## src/design/sspms_pkg.sv

```systemverilog
// constants, types and register map of the synchronous serial port
package sspms_pkg;
  // ------------------------------------------------------------
  // register byte addresses on the bus
  // ------------------------------------------------------------
  localparam logic [7:0] REG_TX_STATUS = 8'h00;
  localparam logic [7:0] REG_RX_STATUS = 8'h04;
  localparam logic [7:0] REG_BAUD_CTL = 8'h08;
  localparam logic [7:0] REG_DIV_LOW = 8'h0C;
  localparam logic [7:0] REG_DIV_HIGH = 8'h10;
  localparam logic [7:0] REG_TX_DATA = 8'h14;
  localparam logic [7:0] REG_RX_DATA = 8'h18;
  localparam logic [7:0] REG_PORT_STAT = 8'h1C;
  // ------------------------------------------------------------
  // field positions
  // ------------------------------------------------------------
  localparam int TXS_MCS = 7;
  localparam int TXS_NINE = 6;
  localparam int TXS_TRANSMIT_ENABLE = 5;
  localparam int TXS_SYNC = 4;
  localparam int TXS_HS = 2;
  localparam int TXS_T9 = 0;
  localparam int RCS_PEN = 7;
  localparam int RCS_NINE = 6;
  localparam int RCS_SINGLE = 5;
  localparam int RCS_CONT = 4;
  localparam int BDC_CPOL = 4;
  localparam int BDC_WIDE = 3;
  // ------------------------------------------------------------
  // reset values and counts
  // ------------------------------------------------------------
  localparam logic [7:0] CTL_RST = 8'h00;
  localparam logic [3:0] LAST_BIT8 = 4'h7;
  localparam logic [3:0] LAST_BIT9 = 4'h8;
  localparam logic [1:0] LOW_SPEED_PRE = 2'h3;
  localparam int FIFO_DEPTH = 2;
  typedef enum logic [1:0] {ST_IDLE, ST_TX, ST_RX} sspms_state_t;
endpackage

```

## src/design/sspms_top.sv

```systemverilog
// synchronous half-duplex serial port with apb register access
`timescale 1ns/10ps
module sspms_top
  import sspms_pkg::*;
(
  input wire logic pclk,
  input wire logic presetn,
  input wire logic psel,
  input wire logic penable,
  input wire logic pwrite,
  input wire logic [7:0] paddr,
  input wire logic [31:0] pwdata,
  output logic [31:0] prdata,
  output logic pready,
  output logic pslverr,
  input wire logic clock_pin_in,
  output logic clock_pin_out,
  output logic clock_pin_oe_n,
  input wire logic data_pin_in,
  output logic data_pin_out,
  output logic data_pin_oe_n
);
  // ------------------------------------------------------------
  // register storage
  // ------------------------------------------------------------
  logic [7:0] tx_status_control; // writable transmit controls
  logic [7:0] rx_status_control; // writable receive controls
  logic [7:0] baud_control; // polarity and width select
  logic [7:0] baud_divisor_low;
  logic [7:0] baud_divisor_high;
  logic [7:0] tx_data_reg; // pending transmit byte
  logic tx_ninth_pend; // ninth bit captured with the byte
  logic tx_buf_full; // pending byte waiting
  logic overrun_flag;
  logic ovr_single; // overrun raised in single mode
  // engine state
  sspms_state_t state;
  logic [8:0] tx_shift_reg;
  logic [8:0] rx_shift_reg;
  logic [3:0] bit_cnt;
  logic phase; // master: 0 before leading, 1 before trailing
  logic [15:0] div_cnt;
  logic [1:0] pre_cnt;
  // receive fifo
  logic [8:0] fifo_mem [FIFO_DEPTH];
  logic rd_ptr;
  logic wr_ptr;
  logic [1:0] fifo_cnt;
  // pin synchronisers
  logic ck_s1, ck_s2, ck_s3;
  logic dt_s1, dt_s2;
  // ------------------------------------------------------------
  // decode
  // ------------------------------------------------------------
  wire acc = psel & penable;
  wire setup = psel & ~penable;
  wire wr = acc & pwrite;
  wire sel_txs = paddr == REG_TX_STATUS;
  wire sel_rxs = paddr == REG_RX_STATUS;
  wire sel_bdc = paddr == REG_BAUD_CTL;
  wire sel_dlo = paddr == REG_DIV_LOW;
  wire sel_dhi = paddr == REG_DIV_HIGH;
  wire sel_txd = paddr == REG_TX_DATA;
  wire sel_rxd = paddr == REG_RX_DATA;
  wire sel_sta = paddr == REG_PORT_STAT;
  wire mapped = sel_txs | sel_rxs | sel_bdc | sel_dlo | sel_dhi
              | sel_txd | sel_rxd | sel_sta;
  wire wr_rxs = wr & sel_rxs;
  wire wr_txd = wr & sel_txd;
  wire rd_rxd = acc & ~pwrite & sel_rxd;
  // control bit aliases
  wire port_enable = rx_status_control[RCS_PEN];
  wire rx_nine_bit_en = rx_status_control[RCS_NINE];
  wire single_receive_en = rx_status_control[RCS_SINGLE];
  wire continuous_receive_en = rx_status_control[RCS_CONT];
  wire master_clock_source = tx_status_control[TXS_MCS];
  wire tx_nine_bit_en = tx_status_control[TXS_NINE];
  wire transmit_enable = tx_status_control[TXS_TRANSMIT_ENABLE];
  wire baud_high_speed = tx_status_control[TXS_HS];
  wire tx_ninth_bit = tx_status_control[TXS_T9];
  wire clock_idle_high = baud_control[BDC_CPOL];
  wire baud_wide_sel = baud_control[BDC_WIDE];
  // ------------------------------------------------------------
  // mode selection
  // ------------------------------------------------------------
  wire active = port_enable & tx_status_control[TXS_SYNC];
  wire master = active & master_clock_source;
  wire slave = active & ~master_clock_source;
  wire rx_cfg = single_receive_en | continuous_receive_en;
  wire tx_cfg = active & ~rx_cfg & transmit_enable;
  // ------------------------------------------------------------
  // baud generator: divisor picked by width select, low speed
  // stretches each half period by a prescale of four
  // ------------------------------------------------------------
  wire [15:0] divisor = baud_wide_sel ? {baud_divisor_high, baud_divisor_low}
                                      : {8'h00, baud_divisor_low};
  wire run = master & (state != ST_IDLE);
  wire div_hit = div_cnt == divisor;
  wire half_tick = run & div_hit
                 & (baud_high_speed | pre_cnt == LOW_SPEED_PRE);
  // ------------------------------------------------------------
  // clock edge events for both master and slave
  // ------------------------------------------------------------
  wire s_edge = ck_s2 != ck_s3;
  wire s_lead = slave & s_edge & (ck_s3 == clock_idle_high);
  wire s_trail = slave & s_edge & (ck_s2 == clock_idle_high);
  wire lead = master ? (half_tick & ~phase) : s_lead;
  wire trail = master ? (half_tick & phase) : s_trail;
  wire [3:0] last_bit = (state == ST_RX)
                      ? (rx_nine_bit_en ? LAST_BIT9 : LAST_BIT8)
                      : (tx_nine_bit_en ? LAST_BIT9 : LAST_BIT8);
  wire at_last = bit_cnt == last_bit;
  wire start_tx = (state == ST_IDLE) & tx_cfg & tx_buf_full;
  wire start_rx = (state == ST_IDLE) & active & rx_cfg & ~overrun_flag;
  wire rx_abort = (state == ST_RX) & (~rx_cfg | overrun_flag);
  wire tx_abort = (state == ST_TX) & ~tx_cfg;
  wire rx_done = (state == ST_RX) & ~rx_abort & trail & at_last;
  wire tx_done = (state == ST_TX) & ~tx_abort & trail & at_last;
  wire tsr_load = start_tx | (tx_done & tx_buf_full);
  wire keep_rx = continuous_receive_en | slave;
  wire clr_single = rx_done & master;
  // ------------------------------------------------------------
  // received character and fifo control
  // ------------------------------------------------------------
  wire [8:0] shifted = {dt_s2, rx_shift_reg[8:1]};
  wire [8:0] rx_char = rx_nine_bit_en ? shifted
                                      : {1'b0, shifted[8:1]};
  wire fifo_full = fifo_cnt == 2'(FIFO_DEPTH);
  wire push = rx_done & ~fifo_full & ~overrun_flag;
  wire ovr_set = rx_done & fifo_full;
  wire pop = rd_rxd & (fifo_cnt != 2'h0);
  wire rx_char_avail_flag = fifo_cnt != 2'h0;
  // an empty fifo reads as zero so that stale or unwritten storage never leaks out
  wire [8:0] head = rx_char_avail_flag ? fifo_mem[rd_ptr] : 9'h000;
  wire ovr_clear = ovr_single ? rd_rxd : ~continuous_receive_en;
  wire [1:0] next_fifo_cnt = fifo_cnt + {1'b0, push} - {1'b0, pop};
  // ------------------------------------------------------------
  // read data mux
  // ------------------------------------------------------------
  wire [7:0] txs_rd = {tx_status_control[7:4], 1'b0,
                       baud_high_speed, state != ST_TX, tx_ninth_bit};
  wire [7:0] rxs_rd = {rx_status_control[7:4], 2'b00,
                       overrun_flag, head[8]};
  wire [7:0] rd_byte = sel_txs ? txs_rd
                     : sel_rxs ? rxs_rd
                     : sel_bdc ? {3'b000, clock_idle_high, baud_wide_sel, 3'b000}
                     : sel_dlo ? baud_divisor_low
                     : sel_dhi ? baud_divisor_high
                     : sel_rxd ? head[7:0]
                     : sel_sta ? {6'h00, tx_buf_full, rx_char_avail_flag}
                     : 8'h00;
  // ------------------------------------------------------------
  // apb answer: zero wait, data captured in setup
  // ------------------------------------------------------------
  always_ff @(posedge pclk or negedge presetn) begin
    if (!presetn) begin
      prdata <= 32'h00000000;
      pready <= 1'b0;
      pslverr <= 1'b0;
    end else begin
      pready <= 1'b1;
      if (setup) begin
        prdata <= {24'h000000, rd_byte};
        pslverr <= ~mapped;
      end
    end
  end
  // ------------------------------------------------------------
  // software controls; a write beats the hardware clear
  // ------------------------------------------------------------
  always_ff @(posedge pclk or negedge presetn) begin
    if (!presetn) begin
      tx_status_control <= CTL_RST;
      baud_control <= CTL_RST;
      baud_divisor_low <= CTL_RST;
      baud_divisor_high <= CTL_RST;
    end else if (wr) begin
      if (sel_txs) tx_status_control <= pwdata[7:0];
      if (sel_bdc) baud_control <= pwdata[7:0];
      if (sel_dlo) baud_divisor_low <= pwdata[7:0];
      if (sel_dhi) baud_divisor_high <= pwdata[7:0];
    end
  end
  // receive controls; single enable self-clears after a character in master mode only
  always_ff @(posedge pclk or negedge presetn) begin
    if (!presetn) begin
      rx_status_control <= CTL_RST;
    end else if (wr_rxs) begin
      rx_status_control <= pwdata[7:0];
    end else if (clr_single) begin
      rx_status_control[RCS_SINGLE] <= 1'b0;
    end
  end
  // transmit holding byte
  always_ff @(posedge pclk or negedge presetn) begin
    if (!presetn) begin
      tx_data_reg <= 8'h00;
      tx_ninth_pend <= 1'b0;
      tx_buf_full <= 1'b0;
    end else if (!port_enable) begin
      tx_buf_full <= 1'b0;
    end else if (wr_txd) begin
      tx_data_reg <= pwdata[7:0];
      tx_ninth_pend <= tx_ninth_bit;
      tx_buf_full <= 1'b1;
    end else if (tsr_load) begin
      tx_buf_full <= 1'b0;
    end
  end
  // ------------------------------------------------------------
  // pin synchronisers
  // ------------------------------------------------------------
  always_ff @(posedge pclk or negedge presetn) begin
    if (!presetn) begin
      ck_s1 <= 1'b0;
      ck_s2 <= 1'b0;
      ck_s3 <= 1'b0;
      dt_s1 <= 1'b0;
      dt_s2 <= 1'b0;
    end else begin
      ck_s1 <= clock_pin_in;
      ck_s2 <= ck_s1;
      ck_s3 <= ck_s2;
      dt_s1 <= data_pin_in;
      dt_s2 <= dt_s1;
    end
  end
  // ------------------------------------------------------------
  // baud counters, held clear while the master is idle
  // ------------------------------------------------------------
  always_ff @(posedge pclk or negedge presetn) begin
    if (!presetn) begin
      div_cnt <= 16'h0000;
      pre_cnt <= 2'h0;
    end else if (!run) begin
      div_cnt <= 16'h0000;
      pre_cnt <= 2'h0;
    end else if (div_hit) begin
      div_cnt <= 16'h0000;
      pre_cnt <= pre_cnt + 2'h1;
    end else begin
      div_cnt <= div_cnt + 16'h0001;
    end
  end
  // ------------------------------------------------------------
  // shift engine; data changes on leading, sampled on trailing
  // ------------------------------------------------------------
  always_ff @(posedge pclk or negedge presetn) begin
    if (!presetn) begin
      state <= ST_IDLE;
      tx_shift_reg <= 9'h000;
      rx_shift_reg <= 9'h000;
      bit_cnt <= 4'h0;
      phase <= 1'b0;
      clock_pin_out <= 1'b0;
      data_pin_out <= 1'b0;
    end else if (!port_enable) begin
      state <= ST_IDLE;
      bit_cnt <= 4'h0;
      phase <= 1'b0;
      clock_pin_out <= clock_idle_high;
    end else begin
      unique case (state)
        ST_IDLE: begin
          bit_cnt <= 4'h0;
          phase <= 1'b0;
          clock_pin_out <= clock_idle_high;
          if (start_tx) begin
            state <= ST_TX;
            tx_shift_reg <= {tx_ninth_pend, tx_data_reg};
          end else if (start_rx) begin
            state <= ST_RX;
          end
        end
        ST_TX: begin
          if (tx_abort) begin
            state <= ST_IDLE;
          end else if (lead) begin
            phase <= 1'b1;
            clock_pin_out <= ~clock_idle_high;
            data_pin_out <= tx_shift_reg[0];
          end else if (trail) begin
            phase <= 1'b0;
            clock_pin_out <= clock_idle_high;
            tx_shift_reg <= {1'b0, tx_shift_reg[8:1]};
            bit_cnt <= bit_cnt + 4'h1;
            if (at_last) begin
              bit_cnt <= 4'h0;
              if (tx_buf_full) begin
                tx_shift_reg <= {tx_ninth_pend, tx_data_reg};
              end else begin
                state <= ST_IDLE;
              end
            end
          end
        end
        ST_RX: begin
          if (rx_abort) begin
            state <= ST_IDLE;
            clock_pin_out <= clock_idle_high;
          end else if (lead) begin
            phase <= 1'b1;
            clock_pin_out <= ~clock_idle_high;
          end else if (trail) begin
            phase <= 1'b0;
            clock_pin_out <= clock_idle_high;
            rx_shift_reg <= shifted;
            bit_cnt <= bit_cnt + 4'h1;
            if (at_last) begin
              bit_cnt <= 4'h0;
              if (!keep_rx) state <= ST_IDLE;
            end
          end
        end
      endcase
    end
  end
  // ------------------------------------------------------------
  // pin drivers: enables low while driving
  // ------------------------------------------------------------
  always_ff @(posedge pclk or negedge presetn) begin
    if (!presetn) begin
      clock_pin_oe_n <= 1'b1;
      data_pin_oe_n <= 1'b1;
    end else begin
      clock_pin_oe_n <= ~master;
      data_pin_oe_n <= ~tx_cfg;
    end
  end
  // ------------------------------------------------------------
  // receive fifo, two entries
  // ------------------------------------------------------------
  always_ff @(posedge pclk or negedge presetn) begin
    if (!presetn) begin
      rd_ptr <= 1'b0;
      wr_ptr <= 1'b0;
      fifo_cnt <= 2'h0;
    end else if (!port_enable) begin
      rd_ptr <= 1'b0;
      wr_ptr <= 1'b0;
      fifo_cnt <= 2'h0;
    end else begin
      if (push) wr_ptr <= ~wr_ptr;
      if (pop) rd_ptr <= ~rd_ptr;
      fifo_cnt <= next_fifo_cnt;
    end
  end
  // storage, no reset needed
  always_ff @(posedge pclk) begin
    if (push) fifo_mem[wr_ptr] <= rx_char;
  end
  // overrun: a new overrun wins over a clear in the same cycle
  always_ff @(posedge pclk or negedge presetn) begin
    if (!presetn) begin
      overrun_flag <= 1'b0;
      ovr_single <= 1'b0;
    end else if (!port_enable) begin
      overrun_flag <= 1'b0;
    end else if (ovr_set) begin
      overrun_flag <= 1'b1;
      ovr_single <= single_receive_en & ~continuous_receive_en;
    end else if (ovr_clear) begin
      overrun_flag <= 1'b0;
    end
  end
  // ------------------------------------------------------------
  // assertions
  // ------------------------------------------------------------
  AST_SINGLE_CLEARS: assert property (@(posedge pclk) disable iff (!presetn)
    (rx_done & master & ~wr_rxs) |=> !rx_status_control[RCS_SINGLE])
    else $error("single receive not cleared after character");
  AST_SINGLE_STOPS: assert property (@(posedge pclk) disable iff (!presetn)
    (rx_done & master & ~continuous_receive_en) |=> state == ST_IDLE [*2])
    else $error("single receive kept clocking");
  AST_BOTH_CONTINUE: assert property (@(posedge pclk) disable iff (!presetn)
    (rx_done & master & continuous_receive_en & ~wr_rxs & ~fifo_full)
    |=> state == ST_RX && !single_receive_en)
    else $error("continuous receive did not take over");
  AST_ABORT: assert property (@(posedge pclk) disable iff (!presetn)
    (state == ST_RX && $fell(continuous_receive_en) && !single_receive_en)
    |=> state == ST_IDLE && fifo_cnt == $past(fifo_cnt))
    else $error("partial character not discarded");
  AST_RX_RELEASE: assert property (@(posedge pclk) disable iff (!presetn)
    (active & rx_cfg) |=> data_pin_oe_n)
    else $error("data pin driven while receiving");
  AST_SLAVE_CLK: assert property (@(posedge pclk) disable iff (!presetn)
    slave |=> clock_pin_oe_n)
    else $error("clock pin driven in slave mode");
  AST_AVAIL: assert property (@(posedge pclk) disable iff (!presetn)
    (push & ~pop & port_enable) |=> rx_char_avail_flag [*1] ##0 fifo_cnt != 2'h0)
    else $error("available flag missing after push");
  AST_OVR_KEEP: assert property (@(posedge pclk) disable iff (!presetn)
    (overrun_flag & ~pop & port_enable) |=> fifo_cnt == $past(fifo_cnt))
    else $error("fifo changed during overrun");
  AST_OVR_SET: assert property (@(posedge pclk) disable iff (!presetn)
    (rx_done & fifo_full & port_enable) |=> overrun_flag && fifo_cnt == 2'h2)
    else $error("overrun not raised on third character");
  AST_OVR_CLR: assert property (@(posedge pclk) disable iff (!presetn)
    (overrun_flag & ovr_single & rd_rxd & ~ovr_set) |=> !overrun_flag)
    else $error("single mode overrun not cleared by read");
  AST_TX_HOLD: assert property (@(posedge pclk) disable iff (!presetn)
    (state == ST_TX & tx_buf_full & ~trail & ~tx_abort & port_enable)
    |=> tx_buf_full)
    else $error("transmit byte left buffer while shift busy");
endmodule

```

## config.mk

```make
export PLATFORM = sky130hd
export DESIGN_NAME = sspms_top
export DESIGN_NICKNAME = d
export VERILOG_FILES = /design/src/design/sspms_pkg.sv /design/src/design/sspms_top.sv
export SDC_FILE = /design/constraint.sdc
export NUM_CORES = 1
export LEC_CHECK = 0
export ABC_AREA = 0
export BUFFER_PORTS_ARGS = -buffer_cell sky130_fd_sc_hd__buf_2
export CORE_MARGIN = 2
export CORE_UTILIZATION = 54
export CTS_BUF_LIST = sky130_fd_sc_hd__clkbuf_8
export DETAILED_ROUTE_END_ITERATION = 8
export PLACE_DENSITY_LB_ADDON = 0.3
export SYNTH_ARGS = -nofsm -noshare
export SYNTH_HDL_FRONTEND = slang
export SYNTH_SLANG_ARGS = --single-unit
```

## constraint.sdc

```tcl
create_clock -name pclk -period 2.7 [get_ports pclk]
set_clock_uncertainty 0.05 [all_clocks]
set_input_delay 0.135 -clock pclk [delete_from_list [all_inputs] [get_ports pclk]]
set_output_delay 0.135 -clock pclk [all_outputs]
set_load 0.01 [all_outputs]
```

==> metrics.md <==
| Metric | Value |
|---|---|
| Htree depth | 4 |
| Max cap viols | 0 |
| CTS tree | done |
| Die area | 12900 um2 |
| Multiplexer area fraction after synthesis | 0.149 |
| DR pass1 iterations | 5 |
| Final setup viols | 1 |
| Setup CP Type | reg -> reg |
| Port Buf Inserts | 36 |
| First-pass GRT wire length | 24.3 mm |
| Hold slack | 0.119 ns |
| Max Fclk | 0.369 GHz |
| Total Power | 4.13 mW |
| DRT iter0 DRCs | 386 |
| Gpl congestion | 0.928 |
| Library cells used by synthesis | 69 |
| I/O pin count | 85 |
| DR vias/cell | 5.79 |
| Syn-to-layout area delta | 15.9% |
| Gr ovfl total | 0 |
| Crit start category | register |
| Non-filler cells, final | 826 |
| Die Ht | 114 um |
| CORE AREA | 11900 um2 |
| Mapped Avg Cell Area | 11.0 um2 |
| TNS Setup | -0.00846 ns |
| Final nets | 721 |
| Largest family of logic cells by synthesized area | multiplexers |
| Post-Synth Adder-Cell Area | 0.0154 |
| Initial core utilization | 0.549 |
| Final Cell Area | 7540 um2 |
| XOR/XNOR share of the synthesized area | 0.0404 |
| Core Util, Final | 0.636 |
| RSZ-0062 raised after global routing | true |
| CP endpoint kind | register |
| # clock sinks | 123 |
| CTS clock-pin slew for the worst setup and hold paths | 0.08 ns |
| Synth Flop Type | dfrtp_1 |
| Vias in the first global route | 4661 |
| Largest net degree at the start of global routing | 75 |
| Area leader, netlist | dfrtp_1 |
| Tmin final | 2.71 ns |
| Root Buffer | clkbuf_8 |
| Area share of the largest cell type after synthesis | 0.396 |
| Mapped Area | 6510 um2 |
| Clock latency on the worst-skew pair | 0.46 ns |
| Ant diodes | 0 |
| Placed cells | 780 |
| Commonest non-fill, non-tap cells in the layout | dfrtp_1 (101), mux2_2 (71), nor2_1 (42) |
| Final WS setup | -0.00846 ns |
| Leak pwr | 3.42 nW |
| Placement Setup Slack | 0.0559 ns |
| Slew @ Worst Pin | 0.956 ns |
| P per Cell Area | 548 nW/um2 |
| Cells after synthesis | 591 |
| Synth Area in Compound Gates | 0.112 |
| Sequential element share of the synthesized area | 0.487 |
| Worst reg-to-reg setup slack | -0.008 ns |
| Final antenna-violating net count | 0 |
| Synthesized flop and latch total | 123 |
| CTS buffer count | 17 |
| Slew HR | 0.362 |
| Routed WL | 15.1 mm |
| Fin crit share | 1.00 |
| Initial antenna violation count | 0 |
| HPWL Detailed | 11.0 mm |
| Clock buffer depth | 2 |
| DRC violations left | 0 |
| Post-Synth Simple-Gate Area | 0.143 |
| WHS Path Cells | 4 |
| Worst R2R Path Depth | 12 |
| Post-DP Area | 6910 um2 |
| Crit path max fanout | 2 |
| Yosys warnings | 0 |
| # rows | 40 |
| Die W | 114 um |
| Run status | finished, violations left |
| Failing checks | negative setup slack |
| Ys async rst share | 0.854 |
| Critical Path RT | 2.99 ns |
| CP arrival | 3.00 ns |
| Peak supply drop | 0.467 mV |
| Hold Violations, Final | 0 |
| Via Count | 4782 |
| Number of flops mapped to enable cells by yosys | 18 |
| Share of layout cells above drive strength 1 | 0.295 |
| Path type of the worst min-delay path | in -> reg |
| Final Slew Violations | 0 |
| Tot GR Track Use | 0.248 |
| Area contributors post-synth | dfrtp_1 (40%), mux2_2 (12%), edfxtp_1 (8.3%) |
| Most common cell after layout, fill and taps aside | dfrtp_1 |
| Largest register FFs | 18 |
| WL/cell | 18.3 um |
==> worst max-delay path, stage by stage (launching register included) <==
cell	delay, ns
dfrtp_2	0.43
xor2_1	0.17
nor4_1	0.28
nand3_1	0.22
nor4_4	0.33
or2_4	0.20
nand3_4	0.07
ha_4	0.29
inv_2	0.04
ha_4	0.15
xor2_2	0.14
xnor2_1	0.17
nor2_1	0.07
==> cells in the mapped netlist, types with 3 or more instances <==
library cell / count
nand4b_1: 3
ha_1: 8
a211oi_1: 3
mux2i_1: 17
o2111ai_1: 5
or3_1: 5
dfrtp_1: 103
clkbuf_1: 13
nor2b_1: 7
a21o_1: 3
nand3_1: 18
o22ai_1: 6
nor2_1: 42
o211ai_1: 4
nand2b_1: 7
o31ai_2: 3
buf_4: 26
inv_1: 15
o21ai_1: 3
nor3_1: 11
xor2_1: 17
nand2_1: 40
xnor2_1: 13
edfxtp_1: 18
and3_1: 9
and2_1: 8
or2_2: 3
mux2_2: 71
nand4_1: 4
o21bai_1: 3
nand3b_1: 4
a21oi_1: 17
buf_2: 6
a31oi_1: 3
o21ai_0: 19
o21a_1: 9
==> timing repair <==
| action | CTS | global route |
|---|---|---|
| setup buffers | 0 | 4 |
| endpoints found under the setup margin | 0 | 21 |
| hold buffers | 11 | 0 |
| gates resized for setup | 0 | 15 |
| hold endpoints to repair | 107 | 0 |
==> power breakdown <==
part,leakage [nW],switching [mW],internal (mW)
Sequential,1.57,0.0294,1.90
Clock,0.208,0.801,0.927
Combinational,1.64,0.289,0.183
Total,3.42,1.12,3.01
==> layout make-up <==
type | count | area [um2]
clock buffer | 17 | 234
clock inverter | 15 | 189
fill | 910 | 4320
inverter | 15 | 56.3
multi-input combinational | 429 | 3160
sequential | 123 | 3170
tap | 147 | 184
timing repair buffer | 80 | 544
==> layer usage <==
| metal | global-route usage | vias up | wire length, um |
|---|---|---|---|
| met4 | 0.0967 | 0 | 358 |
| met3 | 0.0563 | 30 | 733 |
| li1 | - | 2226 | - |
| met2 | 0.410 | 174 | 7630 |
| met5 | 0 | - | 0 |
| met1 | 0.319 | 2352 | 6400 |
==> final timing paths <==
| path | from | end |
|---|---|---|
| setup / recovery | div_cnt[7] | fifo_cnt[1] |
| hold / removal | paddr[1] | prdata[7] |
| setup reg to reg | div_cnt[7] | fifo_cnt[1] |
| hold reg to reg | ck_s1 | ck_s2 |
| max in group asynchronous | presetn | dt_s1 |
| min in group asynchronous | presetn | div_cnt[1] |
==> cell families (layout without fill, tap and decap cells) <==
group / after synthesis / after routing
compound gates: 101 / 101
xor+xnor: 30 / 30
mux: 88 / 88
buf+inv: 62 / 127
flops: 123 / 123
other cells: 2 / 25
fa+ha+maj: 8 / 8
simple gates: 177 / 177
(Power assumes the default switching activity.)
